$ cat src/resonant_edge_map.vh
`ifndef RESONANT_EDGE_MAP_VH
`define RESONANT_EDGE_MAP_VH

// register offsets
`define PRIMARY_D_FALL_OFFSET_ADDR    8'h4f
`define RECTIFIER_ONE_RISE_DELAY_ADDR 8'h51
`define RECTIFIER_ONE_FALL_LEAD_ADDR  8'h53

// reset values of the offset codes
`define PRIMARY_D_FALL_OFFSET_RST     8'h00
`define RECTIFIER_ONE_RISE_DELAY_RST  8'h00
`define RECTIFIER_ONE_FALL_LEAD_RST   8'h00

// offset code field
`define OFFSET_CODE_MSB               7
`define OFFSET_CODE_LSB               0

// timing: one code step in ns, clock period in ns
`define OFFSET_STEP_NS                12'h005
`define CLK_PERIOD_NS                 12'h004
`define CLK_PERIOD_HALF_NS            12'h002

`endif

$ cat src/resonant_edge_dead_time.v
// Functional notes
// - resonant mode: primary drive four falls code*5ns before switching cycle end.
// - resonant mode: rectifier drive one rises code*5ns after ac sense rise.
// - resonant mode: rectifier drive one falls code*5ns before ac sense fall.
// - offset codes are unsigned 8-bit linear, 0 none, 5ns step, max 1275ns.
`include "resonant_edge_map.vh"

module resonant_edge_dead_time (
    // clock and reset
    input  wire        clk_sys,
    input  wire        rst_b,
    // register port
    input  wire [7:0]  reg_addr,
    input  wire [7:0]  reg_wdata,
    input  wire        reg_wr,
    input  wire        reg_rd,
    output reg  [7:0]  reg_rdata_ff,
    // timebase and mode
    input  wire        resonant_mode,
    input  wire [15:0] cycle_pos,
    input  wire [15:0] cycle_len,
    input  wire        primary_four_nominal,
    // ac sense comparator
    input  wire        ac_sense_input,
    // drives
    output reg         primary_drive_four_ff,
    output reg         rectifier_drive_one_ff
);

    reg  [7:0]  primary_four_fall_offset_ff;
    reg  [7:0]  rectifier_one_rise_offset_ff;
    reg  [7:0]  rectifier_one_fall_offset_ff;
    reg         ac_prev_ff;
    reg  [15:0] since_rise_ff;
    reg  [15:0] last_high_ff;

    reg  [7:0]  nxt_rdata;
    reg         nxt_primary;
    reg         nxt_rect;

    wire [9:0]  pri_fall_cyc;
    wire [9:0]  rect_rise_cyc;
    wire [9:0]  rect_fall_cyc;
    wire        sense_rise;
    wire        sense_fall;
    wire [16:0] pri_lead_sum;
    wire [16:0] high_elapsed;
    wire [16:0] rect_lead_sum;
    wire        pri_lead_met;
    wire        rect_rise_met;
    wire        rect_fall_met;
    wire        rect_rise_now;

    // 5 ns steps on a 4 ns clock: round to the nearest cycle, so the edge
    // jitters by at most 2 ns against the ideal position
    function [9:0] to_cycles;
        input [7:0] code;
        reg   [11:0] t_ns;
        begin
            t_ns = {4'h0, code} * `OFFSET_STEP_NS + `CLK_PERIOD_HALF_NS;
            to_cycles = t_ns[11:2];
        end
    endfunction

    // true when the register port addresses the given offset
    function addr_hit;
        input [7:0] addr;
        input [7:0] target;
        begin
            addr_hit = (addr == target);
        end
    endfunction

    // unsigned compare on 17 bits, so a sum near the 16-bit limit
    // cannot wrap and read as not yet reached
    function at_or_past;
        input [16:0] value;
        input [16:0] limit;
        begin
            at_or_past = (value >= limit);
        end
    endfunction

    assign pri_fall_cyc  = to_cycles(primary_four_fall_offset_ff);
    assign rect_rise_cyc = to_cycles(rectifier_one_rise_offset_ff);
    assign rect_fall_cyc = to_cycles(rectifier_one_fall_offset_ff);

    assign sense_rise = ac_sense_input & ~ac_prev_ff;
    assign sense_fall = ~ac_sense_input & ac_prev_ff;

    // since_rise_ff lags the sense edge by one clock; high_elapsed puts it
    // back on the same footing as last_high_ff
    assign pri_lead_sum  = {1'b0, cycle_pos} + {7'h00, pri_fall_cyc};
    assign high_elapsed  = {1'b0, since_rise_ff} + 17'h00001;
    assign rect_lead_sum = high_elapsed + {7'h00, rect_fall_cyc};

    assign pri_lead_met  = at_or_past(pri_lead_sum, {1'b0, cycle_len});
    assign rect_rise_met = at_or_past(high_elapsed, {7'h00, rect_rise_cyc});
    assign rect_fall_met = at_or_past(rect_lead_sum, {1'b0, last_high_ff});
    assign rect_rise_now = sense_rise & (rect_rise_cyc == 10'h000);

    // register writes: one flop bank per offset code, unmapped
    // addresses leave every code untouched
    always @(posedge clk_sys or negedge rst_b) begin
        if (!rst_b) begin
            primary_four_fall_offset_ff <= `PRIMARY_D_FALL_OFFSET_RST;
        end else if (reg_wr &&
                     addr_hit(reg_addr, `PRIMARY_D_FALL_OFFSET_ADDR)) begin
            primary_four_fall_offset_ff <= reg_wdata;
        end
    end

    always @(posedge clk_sys or negedge rst_b) begin
        if (!rst_b) begin
            rectifier_one_rise_offset_ff <= `RECTIFIER_ONE_RISE_DELAY_RST;
        end else if (reg_wr &&
                     addr_hit(reg_addr, `RECTIFIER_ONE_RISE_DELAY_ADDR)) begin
            rectifier_one_rise_offset_ff <= reg_wdata;
        end
    end

    always @(posedge clk_sys or negedge rst_b) begin
        if (!rst_b) begin
            rectifier_one_fall_offset_ff <= `RECTIFIER_ONE_FALL_LEAD_RST;
        end else if (reg_wr &&
                     addr_hit(reg_addr, `RECTIFIER_ONE_FALL_LEAD_ADDR)) begin
            rectifier_one_fall_offset_ff <= reg_wdata;
        end
    end

    // read data, unmapped addresses read zero; the word stands one
    // cycle only, so an idle port always shows zero
    always @* begin
        nxt_rdata = 8'h00;
        if (reg_rd) begin
            if (addr_hit(reg_addr, `PRIMARY_D_FALL_OFFSET_ADDR)) begin
                nxt_rdata = primary_four_fall_offset_ff;
            end else if (addr_hit(reg_addr,
                                  `RECTIFIER_ONE_RISE_DELAY_ADDR)) begin
                nxt_rdata = rectifier_one_rise_offset_ff;
            end else if (addr_hit(reg_addr,
                                  `RECTIFIER_ONE_FALL_LEAD_ADDR)) begin
                nxt_rdata = rectifier_one_fall_offset_ff;
            end
        end
    end

    // sense edge reference: count since the last rise, remember high time
    always @(posedge clk_sys or negedge rst_b) begin
        if (!rst_b) begin
            ac_prev_ff    <= 1'b0;
            since_rise_ff <= 16'h0000;
            last_high_ff  <= 16'h0000;
        end else begin
            ac_prev_ff <= ac_sense_input;
            if (sense_rise) begin
                since_rise_ff <= 16'h0000;
            end else if (since_rise_ff != 16'hffff) begin
                since_rise_ff <= since_rise_ff + 16'h0001;
            end
            // the fall point cannot be seen in advance, so the last high
            // time predicts the next one; a lead needs a steady sense period
            if (sense_fall) begin
                last_high_ff <= since_rise_ff + 16'h0001;
            end
        end
    end

    // primary drive four: nominal level from the timebase, forced low in
    // resonant mode once the lead window before the cycle end is reached
    always @* begin
        nxt_primary = primary_four_nominal;
        if (resonant_mode && pri_lead_met) begin
            nxt_primary = 1'b0;
        end
    end

    // rectifier drive one: a zero rise code turns on in the edge cycle
    // itself, which overrides the predicted fall on purpose
    always @* begin
        nxt_rect = 1'b0;
        if (resonant_mode) begin
            if (ac_sense_input && !sense_rise && rect_rise_met) begin
                nxt_rect = 1'b1;
            end
            if (rect_fall_met) begin
                nxt_rect = 1'b0;
            end
            if (rect_rise_now) begin
                nxt_rect = 1'b1;
            end
        end
    end

    // read data register
    always @(posedge clk_sys or negedge rst_b) begin
        if (!rst_b) begin
            reg_rdata_ff <= 8'h00;
        end else begin
            reg_rdata_ff <= nxt_rdata;
        end
    end

    // drive registers: outputs come straight from flops, one clock late
    always @(posedge clk_sys or negedge rst_b) begin
        if (!rst_b) begin
            primary_drive_four_ff <= 1'b0;
        end else begin
            primary_drive_four_ff <= nxt_primary;
        end
    end

    always @(posedge clk_sys or negedge rst_b) begin
        if (!rst_b) begin
            rectifier_drive_one_ff <= 1'b0;
        end else begin
            rectifier_drive_one_ff <= nxt_rect;
        end
    end

endmodule

$ cat config.mk
export PLATFORM = sky130hd
export DESIGN_NAME = resonant_edge_dead_time
export DESIGN_NICKNAME = d
export VERILOG_FILES = /design/src/resonant_edge_dead_time.v
export VERILOG_INCLUDE_DIRS = /design/src
export SDC_FILE = /design/constraint.sdc
export NUM_CORES = 1
export LEC_CHECK = 0
export ABC_AREA = 1
export BUFFER_PORTS_ARGS = -buffer_cell sky130_fd_sc_hd__clkbuf_2
export CAP_MARGIN = 40
export CORE_ASPECT_RATIO = 0.9
export CORE_MARGIN = 2
export CORE_UTILIZATION = 35
export DETAILED_ROUTE_END_ITERATION = 10
export GPL_ROUTABILITY_DRIVEN = 0
export HOLD_SLACK_MARGIN = 0.15
export REMOVE_ABC_BUFFERS = 1
export SETUP_SLACK_MARGIN = 0.1
export SLEW_MARGIN = 20
export SYNTH_ARGS = -nofsm -noshare
export SYNTH_HDL_FRONTEND = slang
export SYNTH_SLANG_ARGS = --single-unit
$ cat constraint.sdc
create_clock -name clk_sys -period 6.7 [get_ports clk_sys]
set_input_delay 0.67 -clock clk_sys [delete_from_list [all_inputs] [get_ports clk_sys]]
set_output_delay 0.67 -clock clk_sys [all_outputs]
set_load 0.01 [all_outputs]
# Yosys cells after proc, flatten, opt, wreduce, memory -nomap -nowiden
# Index checks and enable logic that the tools add are counted.
# classes
n_addsub	7
order_cmp	3
n_mux	11
eq_ne	4
n_mul	3
reduce_logical	9
bitwise	5
# op_table
operator	count
adder 11 x 2 -> 12 bit (second input constant)	3
>= comparator 17 x 16 -> 1 bit	2
multiplier 8 x 3 -> 11 bit (second input constant)	3
2-to-1 mux 16 bit	2
2-to-1 mux 8 bit	4
== test 8 x 7 -> 1 bit (second input constant)	3
adder 16 x 1 -> 17 bit (second input constant)	1
adder 16 x 10 -> 17 bit	1
adder 17 x 10 -> 17 bit	1
>= comparator 17 x 10 -> 1 bit	1
adder 16 x 1 -> 16 bit (second input constant)	1
!= test 16 bit (second input constant)	1
zero test 10 bit	1
logical AND 1 bit	6
2-to-1 mux 1 bit	5
AND 1 bit	3
NOT 1 bit	2
nonzero test 2 bit	1
zero test 1 bit	1
# totals
elab_cells	51
ff_bits	67
out_inout_bits	10
input_bits	55

# Longest topological paths before layout
# Gate-level depths: netlist of the first run.
# logic_depth
depth_word	9
depth_mapped	30

# Worst setup path before layout of the first run
# Ideal clock, no wire load.
# synth_timing
path_type	register to register
from	register primary_four_fall_offset_ff[2]
to	register primary_drive_four_ff
setup_time_ns	0.127
slack_ns	2.592
period_less_slack_ns	4.108
required_ns	6.573
t_arrival_ns	3.981
stages_incl_launch_ff	27
cell_sequence	dfrtp_1 ha_1 ha_1 a21oi_1 nand2_1 a21o_1 nand3_1 nand2_1 nand2_1 inv_1 o21a_1 nor2_1 ha_1 a21oi_1 a21boi_0 o21ai_1 a31oi_1 nor2_1 xor2_1 ha_1 nand2_1 nor2_1 nand4_1 nor4_1 nor3_1 nand2_1 a21boi_0
# synth_via
elab_chain_len	6
# synth_rtl
element	line_no	source
from (decl)	resonant_edge_dead_time.v:30	reg [7:0] primary_four_fall_offset_ff;
from (signal assigned)	resonant_edge_dead_time.v:106	primary_four_fall_offset_ff <= `PRIMARY_D_FALL_OFFSET_RST;
from (signal assigned)	resonant_edge_dead_time.v:109	primary_four_fall_offset_ff <= reg_wdata;
multiplier 8 x 3 -> 11 bit (no line)	-	
adder 11 x 2 -> 12 bit (no line)	-	
adder 16 x 10 -> 17 bit	resonant_edge_dead_time.v:93	assign pri_lead_sum = {1'b0, cycle_pos} + {7'h00, pri_fall_cyc};
>= comparator 17 x 16 -> 1 bit	resonant_edge_dead_time.v:80	at_or_past = (value >= limit);
logical AND 1 bit	resonant_edge_dead_time.v:173	if (resonant_mode && pri_lead_met) begin
2-to-1 mux 1 bit	resonant_edge_dead_time.v:173	
net nxt_primary	resonant_edge_dead_time.v:38	reg nxt_primary;
to (signal assigned)	resonant_edge_dead_time.v:209	primary_drive_four_ff <= nxt_primary;
to (decl)	resonant_edge_dead_time.v:26	output reg primary_drive_four_ff,
# The timed path passes the listed nets, and every way through them passes these cells.
# A chain may end at the register's enable or synchronous reset.

# Worst setup path after layout of the first run
# Same ends and word-level chain as after synthesis.

==> metrics.md, run 1 <==
| Metric | Value |
|---|---|
| Run status | `complete, no violations` |
| Post-detailed-placement cell area | `0.00682 mm^2` |
| Leading cell types in the layout, fill and taps excluded | `sky130_fd_sc_hd__nand2_1, sky130_fd_sc_hd__inv_1, sky130_fd_sc_hd__ha_1` |
| Number of cells produced by synthesis | `842` |
| Overall global routing resource usage | `0.166` |
| Class of the tightest hold or removal check | `input pin to async pin` |
| Critical setup path kind | `register to register` |
| Final setup skew | `8.06 ps` |
| Sort of element at the start of the critical path | `register` |
| Critical path capture point type | `register` |
| Final hold violation count | `0` |
| Mean instance size in the synthesized netlist | `7.37 um^2` |
| Number of buffers added to fix hold violations after cts | `0` |
| Fraction of the yosys area taken by sequential cells | `0.270` |
| Post-layout net count | `1066` |
| Maximum clock insertion buffer count | `2` |
| Filler instances | `1866` |
| Peak ir drop on the vdd network | `188 uV` |
| Global-route wire length before repair | `25100 um` |
| Htree depth | `3` |
| Async SR Flop Fraction | `1.00` |
| Top-level port count | `65` |
| Final period util | `0.673` |
| Count of antenna-violating nets left after detailed routing | `0` |
| Placed wire-length estimate after detailed placement | `11900 um` |
| DRC marker count from the first detailed-route iteration | `280` |
| Pin count of the biggest net entering global routing | `41` |
| Clock sinks | `67` |
| Number of buffer cells added on primary ports | `64` |
| Switching power share of the total | `0.388` |
| Detailed-route via count | `5477` |
| Cell Area, Synth | `0.00620 mm^2` |
| Final slew viol count | `0` |
| Vias in the first global route | `5435` |
| Number of enable-type register cells in the synthesized netlist | `0` |
| Timing startpoint of the critical path | `primary_four_fall_offset_ff[2]` |
| Total Neg Setup Slack | `0 ps` |
| Int Pwr | `1070 uW` |
| Width of the die | `144 um` |
| Relative slew slack | `0.555` |
| Post-synth top flop | `sky130_fd_sc_hd__dfrtp_1` |
| Worst R2R Start | `primary_four_fall_offset_ff[2]` |
| Detailed-routing iteration count for the pre-antenna-repair pass | `5` |
| Layout cell share with drive strength beyond 1 | `0.127` |
| DIE AREA | `0.0188 mm^2` |
| Library cell occupying the most area in the post-synthesis netlist | `sky130_fd_sc_hd__dfrtp_1` |
| Layout-stage area growth over the synthesis result | `14.7%` |
| Layout Cell Area excl Fill | `0.00712 mm^2` |
| Setup Viol. Count Final | `0` |
| Later-pin clock latency in the skew report | `330 ps` |
| Starting density of the core | `0.355` |
| Clock buffers created by TritonCTS | `9` |
| Quantity of gates resized following cts | `0` |
| Wire length per cell | `12.6 um` |
| Root buffer cell | `sky130_fd_sc_hd__clkbuf_16` |
| Setup repair after global routing missed its margin | `false` |
| Pwr/cell area | `245 mW/mm^2` |
| CTS tree | `done` |
| Gr ovfl total | `0` |
| Largest fanout of any net on the critical path | `4` |
| # diodes | `0` |
| Part of the power in registers | `0.262` |
| Yosys top cell area share | `0.270` |
| Number of different library cells in the post-synthesis netlist | `40` |
| DRC violation count after routing | `0` |
| Actual transition at the worst max-transition pin | `663 ps` |
| Final critical delay including setup and external delays | `4510 ps` |
| Leading cell type in the layout, fill and taps excluded | `sky130_fd_sc_hd__nand2_1` |
| Core ar. | `0.0175 mm^2` |
| Crit path arrival time | `4720 ps` |
| Max Clk Rate | `222 MHz` |
| Vias/cell | `4.75` |
| Synth area leaders | `sky130_fd_sc_hd__dfrtp_1, sky130_fd_sc_hd__ha_1, sky130_fd_sc_hd__nand2_1, sky130_fd_sc_hd__inv_1, sky130_fd_sc_hd__o21ai_0` |
| Antenna violations before repair | `0` |
| Total routed wirelength | `14500 um` |
| Clock-pin transition on the worst setup and hold timing paths | `60 ps` |
| Net switching power | `677 uW` |
| Fraction of power consumed by combinational cells | `0.464` |
| Critical path required time | `6910 ps` |
| Vertical extent of the die | `130 um` |
| Flops & latches, synth | `67` |
| Row Count | `46` |
| Clock share of power | `0.275` |
| Number of buffers added for setup after CTS | `0` |
| Warnings from Yosys | `0` |
| Number of max-capacitance violations reported | `0` |
| Reported leakage power | `0.00389 uW` |
[state kept, by name, summed over array words and instances, names as in the netlist]
register                      flops
rectifier_one_rise_offset_ff      8
rectifier_one_fall_offset_ff      8
rectifier_drive_one_ff            1
ac_prev_ff                        1
reg_rdata_ff                      8
primary_drive_four_ff             1
last_high_ff                     16
since_rise_ff                    16
primary_four_fall_offset_ff       8
[kinds of logic after synthesis]
logic type               share of synthesized area
adder cells (fa/ha/maj)                      0.206
XOR/XNOR                                    0.0664
AO/OA/AOI/OAI                                0.126
flip-flops                                   0.270
AND/OR/NAND/NOR                              0.242
buffers and inverters                       0.0896
[critical path: stages (launching register included)]
cell and delay, ps:
sky130_fd_sc_hd__dfrtp_1 410, sky130_fd_sc_hd__ha_1 310, sky130_fd_sc_hd__ha_1 350, sky130_fd_sc_hd__a21oi_1 200, sky130_fd_sc_hd__nand2_1 110, sky130_fd_sc_hd__a21o_1 190, sky130_fd_sc_hd__nand3_1 70, sky130_fd_sc_hd__nand2_1 80
sky130_fd_sc_hd__nand2_1 60, sky130_fd_sc_hd__inv_1 40, sky130_fd_sc_hd__o21a_1 180, sky130_fd_sc_hd__nor2_1 90, sky130_fd_sc_hd__ha_1 270, sky130_fd_sc_hd__a21oi_1 150, sky130_fd_sc_hd__a21boi_0 180, sky130_fd_sc_hd__o21ai_1 140
sky130_fd_sc_hd__a31oi_1 290, sky130_fd_sc_hd__nor2_1 110, sky130_fd_sc_hd__xor2_1 160, sky130_fd_sc_hd__ha_1 300, sky130_fd_sc_hd__nand2_1 90, sky130_fd_sc_hd__nor2_1 110, sky130_fd_sc_hd__nand4_1 110, sky130_fd_sc_hd__nor4_1 200
sky130_fd_sc_hd__nor3_1 80, sky130_fd_sc_hd__nand2_1 60, sky130_fd_sc_hd__a21boi_0 70
[per-stage QoR]
| step | hold WS (ps) | utilization | setup slack (ps) | total power (uW) | instances |
|---|---|---|---|---|---|
| 2_1_floorplan | 374 | - | 2590 | 1080 | 831 |
| 3_3_place_gp | 469 | 0.389 | 2360 | 1260 | 1138 |
| 3_5_place_dp | 476 | 0.390 | 2200 | 1270 | 1139 |
| 4_1_cts | 363 | 0.407 | 2190 | 1760 | 1154 |
| 5_1_grt | 396 | 0.407 | 1660 | 1930 | 1154 |
| 6_report | 350 | 0.407 | 2190 | 1750 | 1154 |
[per-layer routing]
metal,track usage,vias to the layer above,part of all wire
li1,-,2897,-
met1,0.229,2451,0.51
met2,0.267,102,0.43
met3,0.0316,27,0.035
met4,0.0451,0,0.023
met5,0,-,0
[worst paths after layout]
path | endpoint | slack, ps | cells past startpoint
worst max-delay path | primary_drive_four_ff | 2190 | 26
worst min-delay path | since_rise_ff[15] | 350 | 2
worst max register to register | primary_drive_four_ff | 2190 | 26
worst min register to register | last_high_ff[12] | 490 | 2
max in group asynchronous | rectifier_one_fall_offset_ff[4] | 5800 | 3
min in group clk_sys | ac_prev_ff | 470 | 1
[final cells by class]
| class | instances | area, um^2 | area share |
|---|---|---|---|
| Clock buffer | 13 | 260 | 0.0366 |
| Clock inverter | 2 | 35.0 | 0.00492 |
| Inverter | 136 | 510 | 0.0717 |
| Multi-Input combinational cell | 628 | 3970 | 0.558 |
| Sequential cell | 67 | 1680 | 0.236 |
| Tap cell | 240 | 300 | 0.0422 |
| Timing Repair Buffer | 68 | 363 | 0.0510 |
[power by group through the flow]
stage / combinational, uW / sequential (uW) / clock, uW
4_1_cts: 817 / 457 / 487
2_1_floorplan: 620 / 458 / 0
6_report: 809 / 457 / 479
3_5_place_dp: 804 / 464 / 0
5_1_grt: 956 / 462 / 510
3_3_place_gp: 796 / 464 / 0
[synth_stat cells, types with 13 or more instances]
master                    number
sky130_fd_sc_hd__xor2_1       30
sky130_fd_sc_hd__o21ai_0      56
sky130_fd_sc_hd__ha_1         99
sky130_fd_sc_hd__nand4_1      13
sky130_fd_sc_hd__inv_1       130
sky130_fd_sc_hd__xnor2_1      17
sky130_fd_sc_hd__nor2_1       43
sky130_fd_sc_hd__nand3_1      38
sky130_fd_sc_hd__dfrtp_1      67
sky130_fd_sc_hd__a21oi_1      41
sky130_fd_sc_hd__nand2_1     203
Power figures use the tool's default switching activity.
==> inputs of run 2 (changes only) <==
==> constraint.sdc (replaced) <==
create_clock -name clk_sys -period 4.2 [get_ports clk_sys]
set_input_delay 0.42 -clock clk_sys [delete_from_list [all_inputs] [get_ports clk_sys]]
set_output_delay 0.42 -clock clk_sys [all_outputs]
set_load 0.01 [all_outputs]
==> run 2 against run 1 <==
Global-route usage increased by 0.40 points. Cell count increased by 3.6%. Die area unchanged. Flip-flop and latch count unchanged. Routed wire length increased by 5.7%. Fmax increased by 8.2%. Clock power increased by 66%. Power increased by 75%. Core utilization increased by 4.0 points. Hold slack got worse by 200 ps. Largest power group unchanged.
==> metrics.md, run 2 (synthesis results as in run 1) <==
| Metric | Value |
|---|---|
| Top-level port count | `65 (unchanged)` |
| Largest fanout of any net on the critical path | `4 (unchanged)` |
| Filler instances | `1832 (-1.8%)` |
| Peak ir drop on the vdd network | `252 uV (+34%)` |
| Critical path depth in cells | `26 (unchanged)` |
| Clock buffers created by TritonCTS | `9 (unchanged)` |
| Final critical delay including setup and external delays | `4170 ps (-342 ps)` |
| Wire length per cell | `12.8 um (+2.0%)` |
| Overall global routing resource usage | `0.170 (+0.00399)` |
| Later-pin clock latency in the skew report | `330 ps (about the same)` |
| Sort of element at the start of the critical path | `register` |
| Slowest-stage cell, CP | `sky130_fd_sc_hd__dfrtp_1` |
| Post-place setup slack | `-135 ps (-2340 ps)` |
| Leading cell types in the layout, fill and taps excluded | `sky130_fd_sc_hd__nand2_1, sky130_fd_sc_hd__inv_1, sky130_fd_sc_hd__ha_1` |
| Row Count | `46 (unchanged)` |
| Layout-stage area growth over the synthesis result | `26.0%` |
| Fraction of power consumed by combinational cells | `0.501 (+0.037)` |
| Class of the tightest hold or removal check | `input pin to async pin` |
| Layout cell share with drive strength beyond 1 | `0.230 (+0.103)` |
| Final setup skew | `6.35 ps (-1.70 ps)` |
| CP delay by family, top | `adder cells` |
| CP bufs+invs | `2 (+1)` |
| Number of buffer cells added on primary ports | `64 (unchanged)` |
| Switching power share of the total | `0.385 (-0.00343)` |
| Detailed-route via count | `5678 (+3.7%)` |
| Gr ovfl total | `0 (unchanged)` |
| Crit path top cell by count | `sky130_fd_sc_hd__nand2_2` |
| Core ar. | `0.0175 mm^2 (unchanged)` |
| Post-layout net count | `1107 (+3.8%)` |
| Clock share of power | `0.261 (-0.014)` |
| Critical setup path kind | `register to register` |
| Final standard cell utilization of the core | `0.447 (+0.0400)` |
| Post-route worst hold slack | `150 ps (-201 ps)` |
| Total Neg Setup Slack | `0 ps (unchanged)` |
| Setup repair after global routing missed its margin | `true` |
| Critical path capture point type | `register` |
| Net switching power | `1170 uW (+73%)` |
| DRC violation count after routing | `0 (unchanged)` |
| Final hold violation count | `0 (unchanged)` |
| Reported leakage power | `0.00412 uW (+5.9%)` |
| Vias/cell | `4.75 (about the same)` |
| Count of cells along the worst register-to-register path | `26 (unchanged)` |
| DRC marker count from the first detailed-route iteration | `195 (-30%)` |
| Global-route wire length before repair | `25700 um (+2.7%)` |
| Vias in the first global route | `5564 (+2.4%)` |
| Clock-pin transition on the worst setup and hold timing paths | `60 ps (about the same)` |
| Largest registers | `last_high_ff: 16 flops, since_rise_ff: 16 flops` |
| Vertical extent of the die | `130 um (unchanged)` |
| Number of max-capacitance violations reported | `0 (unchanged)` |
| Width of the die | `144 um (unchanged)` |
| Pin count of the biggest net entering global routing | `37 (-9.8%)` |
| Starting density of the core | `0.355 (unchanged)` |
| Placed wire-length estimate after detailed placement | `12100 um (+1.1%)` |
| Final slew viol count | `0 (unchanged)` |
| Max Clk Rate | `240 MHz (+8.2%)` |
| Final period util | `0.992 (+0.319)` |
| Actual transition at the worst max-transition pin | `738 ps (+75.8 ps)` |
| Int Pwr | `1880 uW (+76%)` |
| Clock sinks | `67 (unchanged)` |
| Htree depth | `3 (unchanged)` |
| Root buffer cell | `sky130_fd_sc_hd__clkbuf_16` |
| Crit path arrival time | `4430 ps (-290 ps)` |
| Minimum setup slack in the final design | `33.9 ps (-2160 ps)` |
| Critical path required time | `4470 ps (-2440 ps)` |
| Setup Viol. Count Final | `0 (unchanged)` |
| Part of the power in registers | `0.238 (-0.024)` |
| Biggest cell delay along the critical path | `410 ps (about the same)` |
| Count of antenna-violating nets left after detailed routing | `0 (unchanged)` |
| CTS tree | `done` |
| Antenna violations before repair | `0 (unchanged)` |
| Number of buffers added to fix hold violations after cts | `0 (unchanged)` |
| Relative slew slack | `0.508 (-0.0473)` |
| Total routed wirelength | `15400 um (+5.7%)` |
| # diodes | `0 (unchanged)` |
| DIE AREA | `0.0188 mm^2 (unchanged)` |
| Leading cell type in the layout, fill and taps excluded | `sky130_fd_sc_hd__nand2_1` |
| Pwr/cell area | `390 mW/mm^2 (+59%)` |
| Run status | `complete, no violations` |
| Maximum clock insertion buffer count | `2 (unchanged)` |
| Detailed-routing iteration count for the pre-antenna-repair pass | `4 (-1)` |
[run 2: final timing paths]
| kind | start | endpoint | slack, ps |
|---|---|---|---|
| min in group clk_sys | ac_sense_input | ac_prev_ff | 230 |
| setup reg to reg | rectifier_one_fall_offset_ff[3] | rectifier_drive_one_ff | 30 |
| hold reg to reg | last_high_ff[13] | last_high_ff[13] | 490 |
| max in group asynchronous | rst_b | rectifier_one_fall_offset_ff[0] | 3090 |
| setup / recovery | rectifier_one_fall_offset_ff[3] | rectifier_drive_one_ff | 30 |
| hold / removal | rst_b | since_rise_ff[11] | 150 |
[run 2: layout make-up]
type | instances | area, um^2 | share of cell area
well taps | 240 | 300 | 0.0384
flip-flops and latches | 67 | 1680 | 0.215
repair buffers | 109 | 669 | 0.0856
multi-input cells | 628 | 4350 | 0.556
inverters | 136 | 510 | 0.0653
clock inverters | 5 | 77.6 | 0.00992
clock buffers | 11 | 233 | 0.0298
[run 2: timing repair]
item	in CTS	in global routing
endpoints found under the setup margin	2	2
endpoints found under the hold margin	0	0
pin swaps	30	51
resized for setup	29	46
setup buffers	15	9
[run 2: power groups by stage]
stage | registers, uW | logic, uW | clock network (uW)
after global routing | 735 | 1750 | 838
after global placement | 736 | 1330 | 0
after CTS | 727 | 1430 | 809
final | 727 | 1530 | 796
after floorplan | 730 | 989 | 0
after detailed placement | 736 | 1350 | 0
[run 2: metal layers]
layer | GRT usage | wire length [um]
met1 | 0.230 | 7590
met2 | 0.288 | 7130
met3 | 0.0279 | 445
met4 | 0.0326 | 189
met5 | 0 | 0
[run 2: metrics by stage]
step	area [um^2]	total power (uW)	cells
final	7820	3050	1196
after global routing	7820	3320	1196
after CTS	7550	2970	1188
after detailed placement	6940	2090	1157
after global placement	6940	2060	1157
after floorplan	6160	1720	831
==> inputs of run 3 (changes only) <==
--- a/config.mk
+++ b/config.mk
@@ -9,12 +9,15 @@
 export ABC_AREA = 1
 export BUFFER_PORTS_ARGS = -buffer_cell sky130_fd_sc_hd__clkbuf_2
 export CAP_MARGIN = 40
+export CELL_PAD_IN_SITES_DETAIL_PLACEMENT = 0
+export CELL_PAD_IN_SITES_GLOBAL_PLACEMENT = 1
 export CORE_ASPECT_RATIO = 0.9
 export CORE_MARGIN = 2
 export CORE_UTILIZATION = 35
 export DETAILED_ROUTE_END_ITERATION = 10
 export GPL_ROUTABILITY_DRIVEN = 0
 export HOLD_SLACK_MARGIN = 0.15
+export PLACE_DENSITY_LB_ADDON = 0.1
 export REMOVE_ABC_BUFFERS = 1
 export SETUP_SLACK_MARGIN = 0.1
 export SLEW_MARGIN = 20
==> constraint.sdc (replaced) <==
create_clock -name clk_sys -period 4.45 [get_ports clk_sys]
set_input_delay 0.445 -clock clk_sys [delete_from_list [all_inputs] [get_ports clk_sys]]
set_output_delay 0.445 -clock clk_sys [all_outputs]
set_load 0.01 [all_outputs]
==> run 3 against run 2 <==
Non-clock buffer count shrank 16. Clock power shrank 4.6%. Via count shrank 1.1%. Global-route usage grew 1.2 points. Core utilization decreased by 1.3 points. Cell count decreased by 1.3%. Register-to-register slack better by 170 ps. Sequential share of layout area rose by 0.68 points. Clock skew grew 3.2 ps. Clock-buffer cell count unchanged. Hold slack improved by 130 ps. Worst setup slack improved by 170 ps.
==> metrics.md, run 3 (synthesis results as in run 1) <==
| Metric | Value |
|---|---|
| Fraction of power consumed by combinational cells | `0.488 (-0.013)` |
| Root buffer cell | `sky130_fd_sc_hd__clkbuf_16` |
| Switching power share of the total | `0.391 (+0.00655)` |
| Core ar. | `0.0175 mm^2 (unchanged)` |
| Top-level port count | `65 (unchanged)` |
| Vias/cell | `4.76 (+0.25%)` |
| Starting density of the core | `0.355 (unchanged)` |
| # diodes | `0 (unchanged)` |
| Relative slew slack | `0.553 (+0.0451)` |
| Worst R2R Start | `primary_four_fall_offset_ff[2]` |
| Beginning of the worst hold path | `ac_sense_input` |
| Layout-stage area growth over the synthesis result | `22.3%` |
| Clock share of power | `0.268 (+0.007)` |
| Row Count | `46 (unchanged)` |
| DRC marker count from the first detailed-route iteration | `250 (+28%)` |
| Post-route worst hold slack | `282 ps (+133 ps)` |
| Pin count of the biggest net entering global routing | `44 (+19%)` |
| Slowest-stage cell, CP | `sky130_fd_sc_hd__dfrtp_2` |
| Layout cell share with drive strength beyond 1 | `0.205 (-0.0248)` |
| Clock buffers created by TritonCTS | `9 (unchanged)` |
| Int Pwr | `1720 uW (-8.2%)` |
| Area of the multi-input gates | `0.00425 mm^2 (-2.4%)` |
| Clock sinks | `67 (unchanged)` |
| Vertical extent of the die | `130 um (unchanged)` |
| Later-pin clock latency in the skew report | `340 ps (about the same)` |
| Post-detailed-placement cell area | `0.00687 mm^2 (-1.1%)` |
| Reported leakage power | `0.00402 uW (-2.4%)` |
| Largest registers | `last_high_ff: 16 flops, since_rise_ff: 16 flops` |
| Filler instances | `1850 (+0.98%)` |
| FF/Latch Area | `0.00168 mm^2 (+0.15%)` |
| Pwr/cell area | `373 mW/mm^2 (-4.4%)` |
| DIE AREA | `0.0188 mm^2 (unchanged)` |
| Vias in the first global route | `5412 (-2.7%)` |
| Post-layout net count | `1091 (-1.4%)` |
| Final setup skew | `9.58 ps (+3.23 ps)` |
| Maximum clock insertion buffer count | `2 (unchanged)` |
| Number of buffer cells added on primary ports | `64 (unchanged)` |
| Final slew viol count | `0 (unchanged)` |
| Class of the tightest hold or removal check | `input pin to register` |
| Setup repair after global routing missed its margin | `true` |
| CTS tree | `done` |
| Global-route wire length before repair | `26600 um (+3.3%)` |
| Run status | `complete, no violations` |
| Critical path capture point type | `register` |
| Detailed-route via count | `5616 (-1.1%)` |
| Final hold violation count | `0 (unchanged)` |
| Final critical delay including setup and external delays | `4240 ps (+76.4 ps)` |
| Count of cells along the worst register-to-register path | `26 (unchanged)` |
| Leading cell types in the layout, fill and taps excluded | `sky130_fd_sc_hd__nand2_1, sky130_fd_sc_hd__inv_1, sky130_fd_sc_hd__ha_1` |
| Max Clk Rate | `236 MHz (-1.8%)` |
| Largest fanout of any net on the critical path | `4 (unchanged)` |
| DRC violation count after routing | `0 (unchanged)` |
| Placed wire-length estimate after detailed placement | `13400 um (+12%)` |
| CP bufs+invs | `1 (-1)` |
| Final period util | `0.953 (-0.0386)` |
| Sort of element at the start of the critical path | `register` |
| Total routed wirelength | `16600 um (+8.3%)` |
| Overall global routing resource usage | `0.182 (+0.0123)` |
| Setup Viol. Count Final | `0 (unchanged)` |
| Design Power | `2830 uW (-7.2%)` |
| Total Neg Setup Slack | `0 ps (unchanged)` |
| Wire length per cell | `14.1 um (+9.8%)` |
| Count of antenna-violating nets left after detailed routing | `0 (unchanged)` |
| Crit path top cell by count | `sky130_fd_sc_hd__nand2_2` |
| Critical path required time | `4670 ps (+200 ps)` |
| Crit path arrival time | `4460 ps (+30 ps)` |
| Antenna violations before repair | `0 (unchanged)` |
| Leading cell type in the layout, fill and taps excluded | `sky130_fd_sc_hd__nand2_1` |
| Timing startpoint of the critical path | `primary_four_fall_offset_ff[2]` |
| Width of the die | `144 um (unchanged)` |
| Number of max-capacitance violations reported | `0 (unchanged)` |
| CP delay by family, top | `simple AND/OR/NAND/NOR gates` |
| Worst hold path cell count | `1` |
| Layout Cell Area excl Fill | `0.00759 mm^2 (-2.9%)` |
| Peak ir drop on the vdd network | `175 uV (-31%)` |
| Net switching power | `1110 uW (-5.7%)` |
| Biggest cell delay along the critical path | `440 ps (+30 ps)` |
| Actual transition at the worst max-transition pin | `669 ps (-69.2 ps)` |
| Critical setup path kind | `register to register` |
| Critical path depth in cells | `26 (unchanged)` |
| Gr ovfl total | `0 (unchanged)` |
| Clock-pin transition on the worst setup and hold timing paths | `60 ps (about the same)` |
| Part of the power in registers | `0.244 (+0.006)` |
| Htree depth | `3 (unchanged)` |
| Detailed-routing iteration count for the pre-antenna-repair pass | `5 (+1)` |
-- run 3: routing by layer --
layer	routed length [um]	GRT usage	vias up
li1	-	-	2939
met1	7600	0.234	2579
met2	8260	0.312	86
met3	561	0.0360	12
met4	211	0.0508	0
met5	0	0	-
-- run 3: cell type report --
type                       instances  area share
clock buffer                      11      0.0307
timing repair buffer              93      0.0713
tap                              240      0.0396
sequential                        67       0.221
multi-input combinational        628       0.560
inverter                         136      0.0673
clock inverter                     5      0.0102
-- run 3: worst paths after layout --
| kind | endpoint | slack [ps] |
|---|---|---|
| max | primary_drive_four_ff | 210 |
| min | ac_prev_ff | 280 |
| max reg2reg | primary_drive_four_ff | 210 |
| min reg2reg | last_high_ff[5] | 490 |
| max in group asynchronous | primary_four_fall_offset_ff[2] | 2750 |
| min in group asynchronous | since_rise_ff[15] | 650 |
-- run 3: what timing repair did --
item / 4_1_cts / 5_1_grt
hold endpoints to repair: 24 / 0
hold buffers: 1 / 0
resized for setup: 3 / 55
setup buffers: 1 / 15
endpoints found under the setup margin: 2 / 2
pin swaps: 1 / 42
-- run 3: power groups by stage --
| stage | logic [uW] | registers, uW | clock network, uW |
|---|---|---|---|
| 4_1_cts | 1270 | 687 | 786 |
| 5_1_grt | 1590 | 695 | 819 |
| 3_3_place_gp | 1240 | 697 | 0 |
| 6_report | 1380 | 690 | 759 |
| 2_1_floorplan | 933 | 689 | 0 |
| 3_5_place_dp | 1260 | 698 | 0 |
-- run 3: through the flow --
step / instances / util / setup WS (ps)
6_report: 1180 / 0.434 / 208
3_5_place_dp: 1147 / 0.393 / 35.1
4_1_cts: 1165 / 0.412 / 91.1
2_1_floorplan: 831 / - / 342
3_3_place_gp: 1147 / 0.393 / 83.9
5_1_grt: 1180 / 0.434 / -101
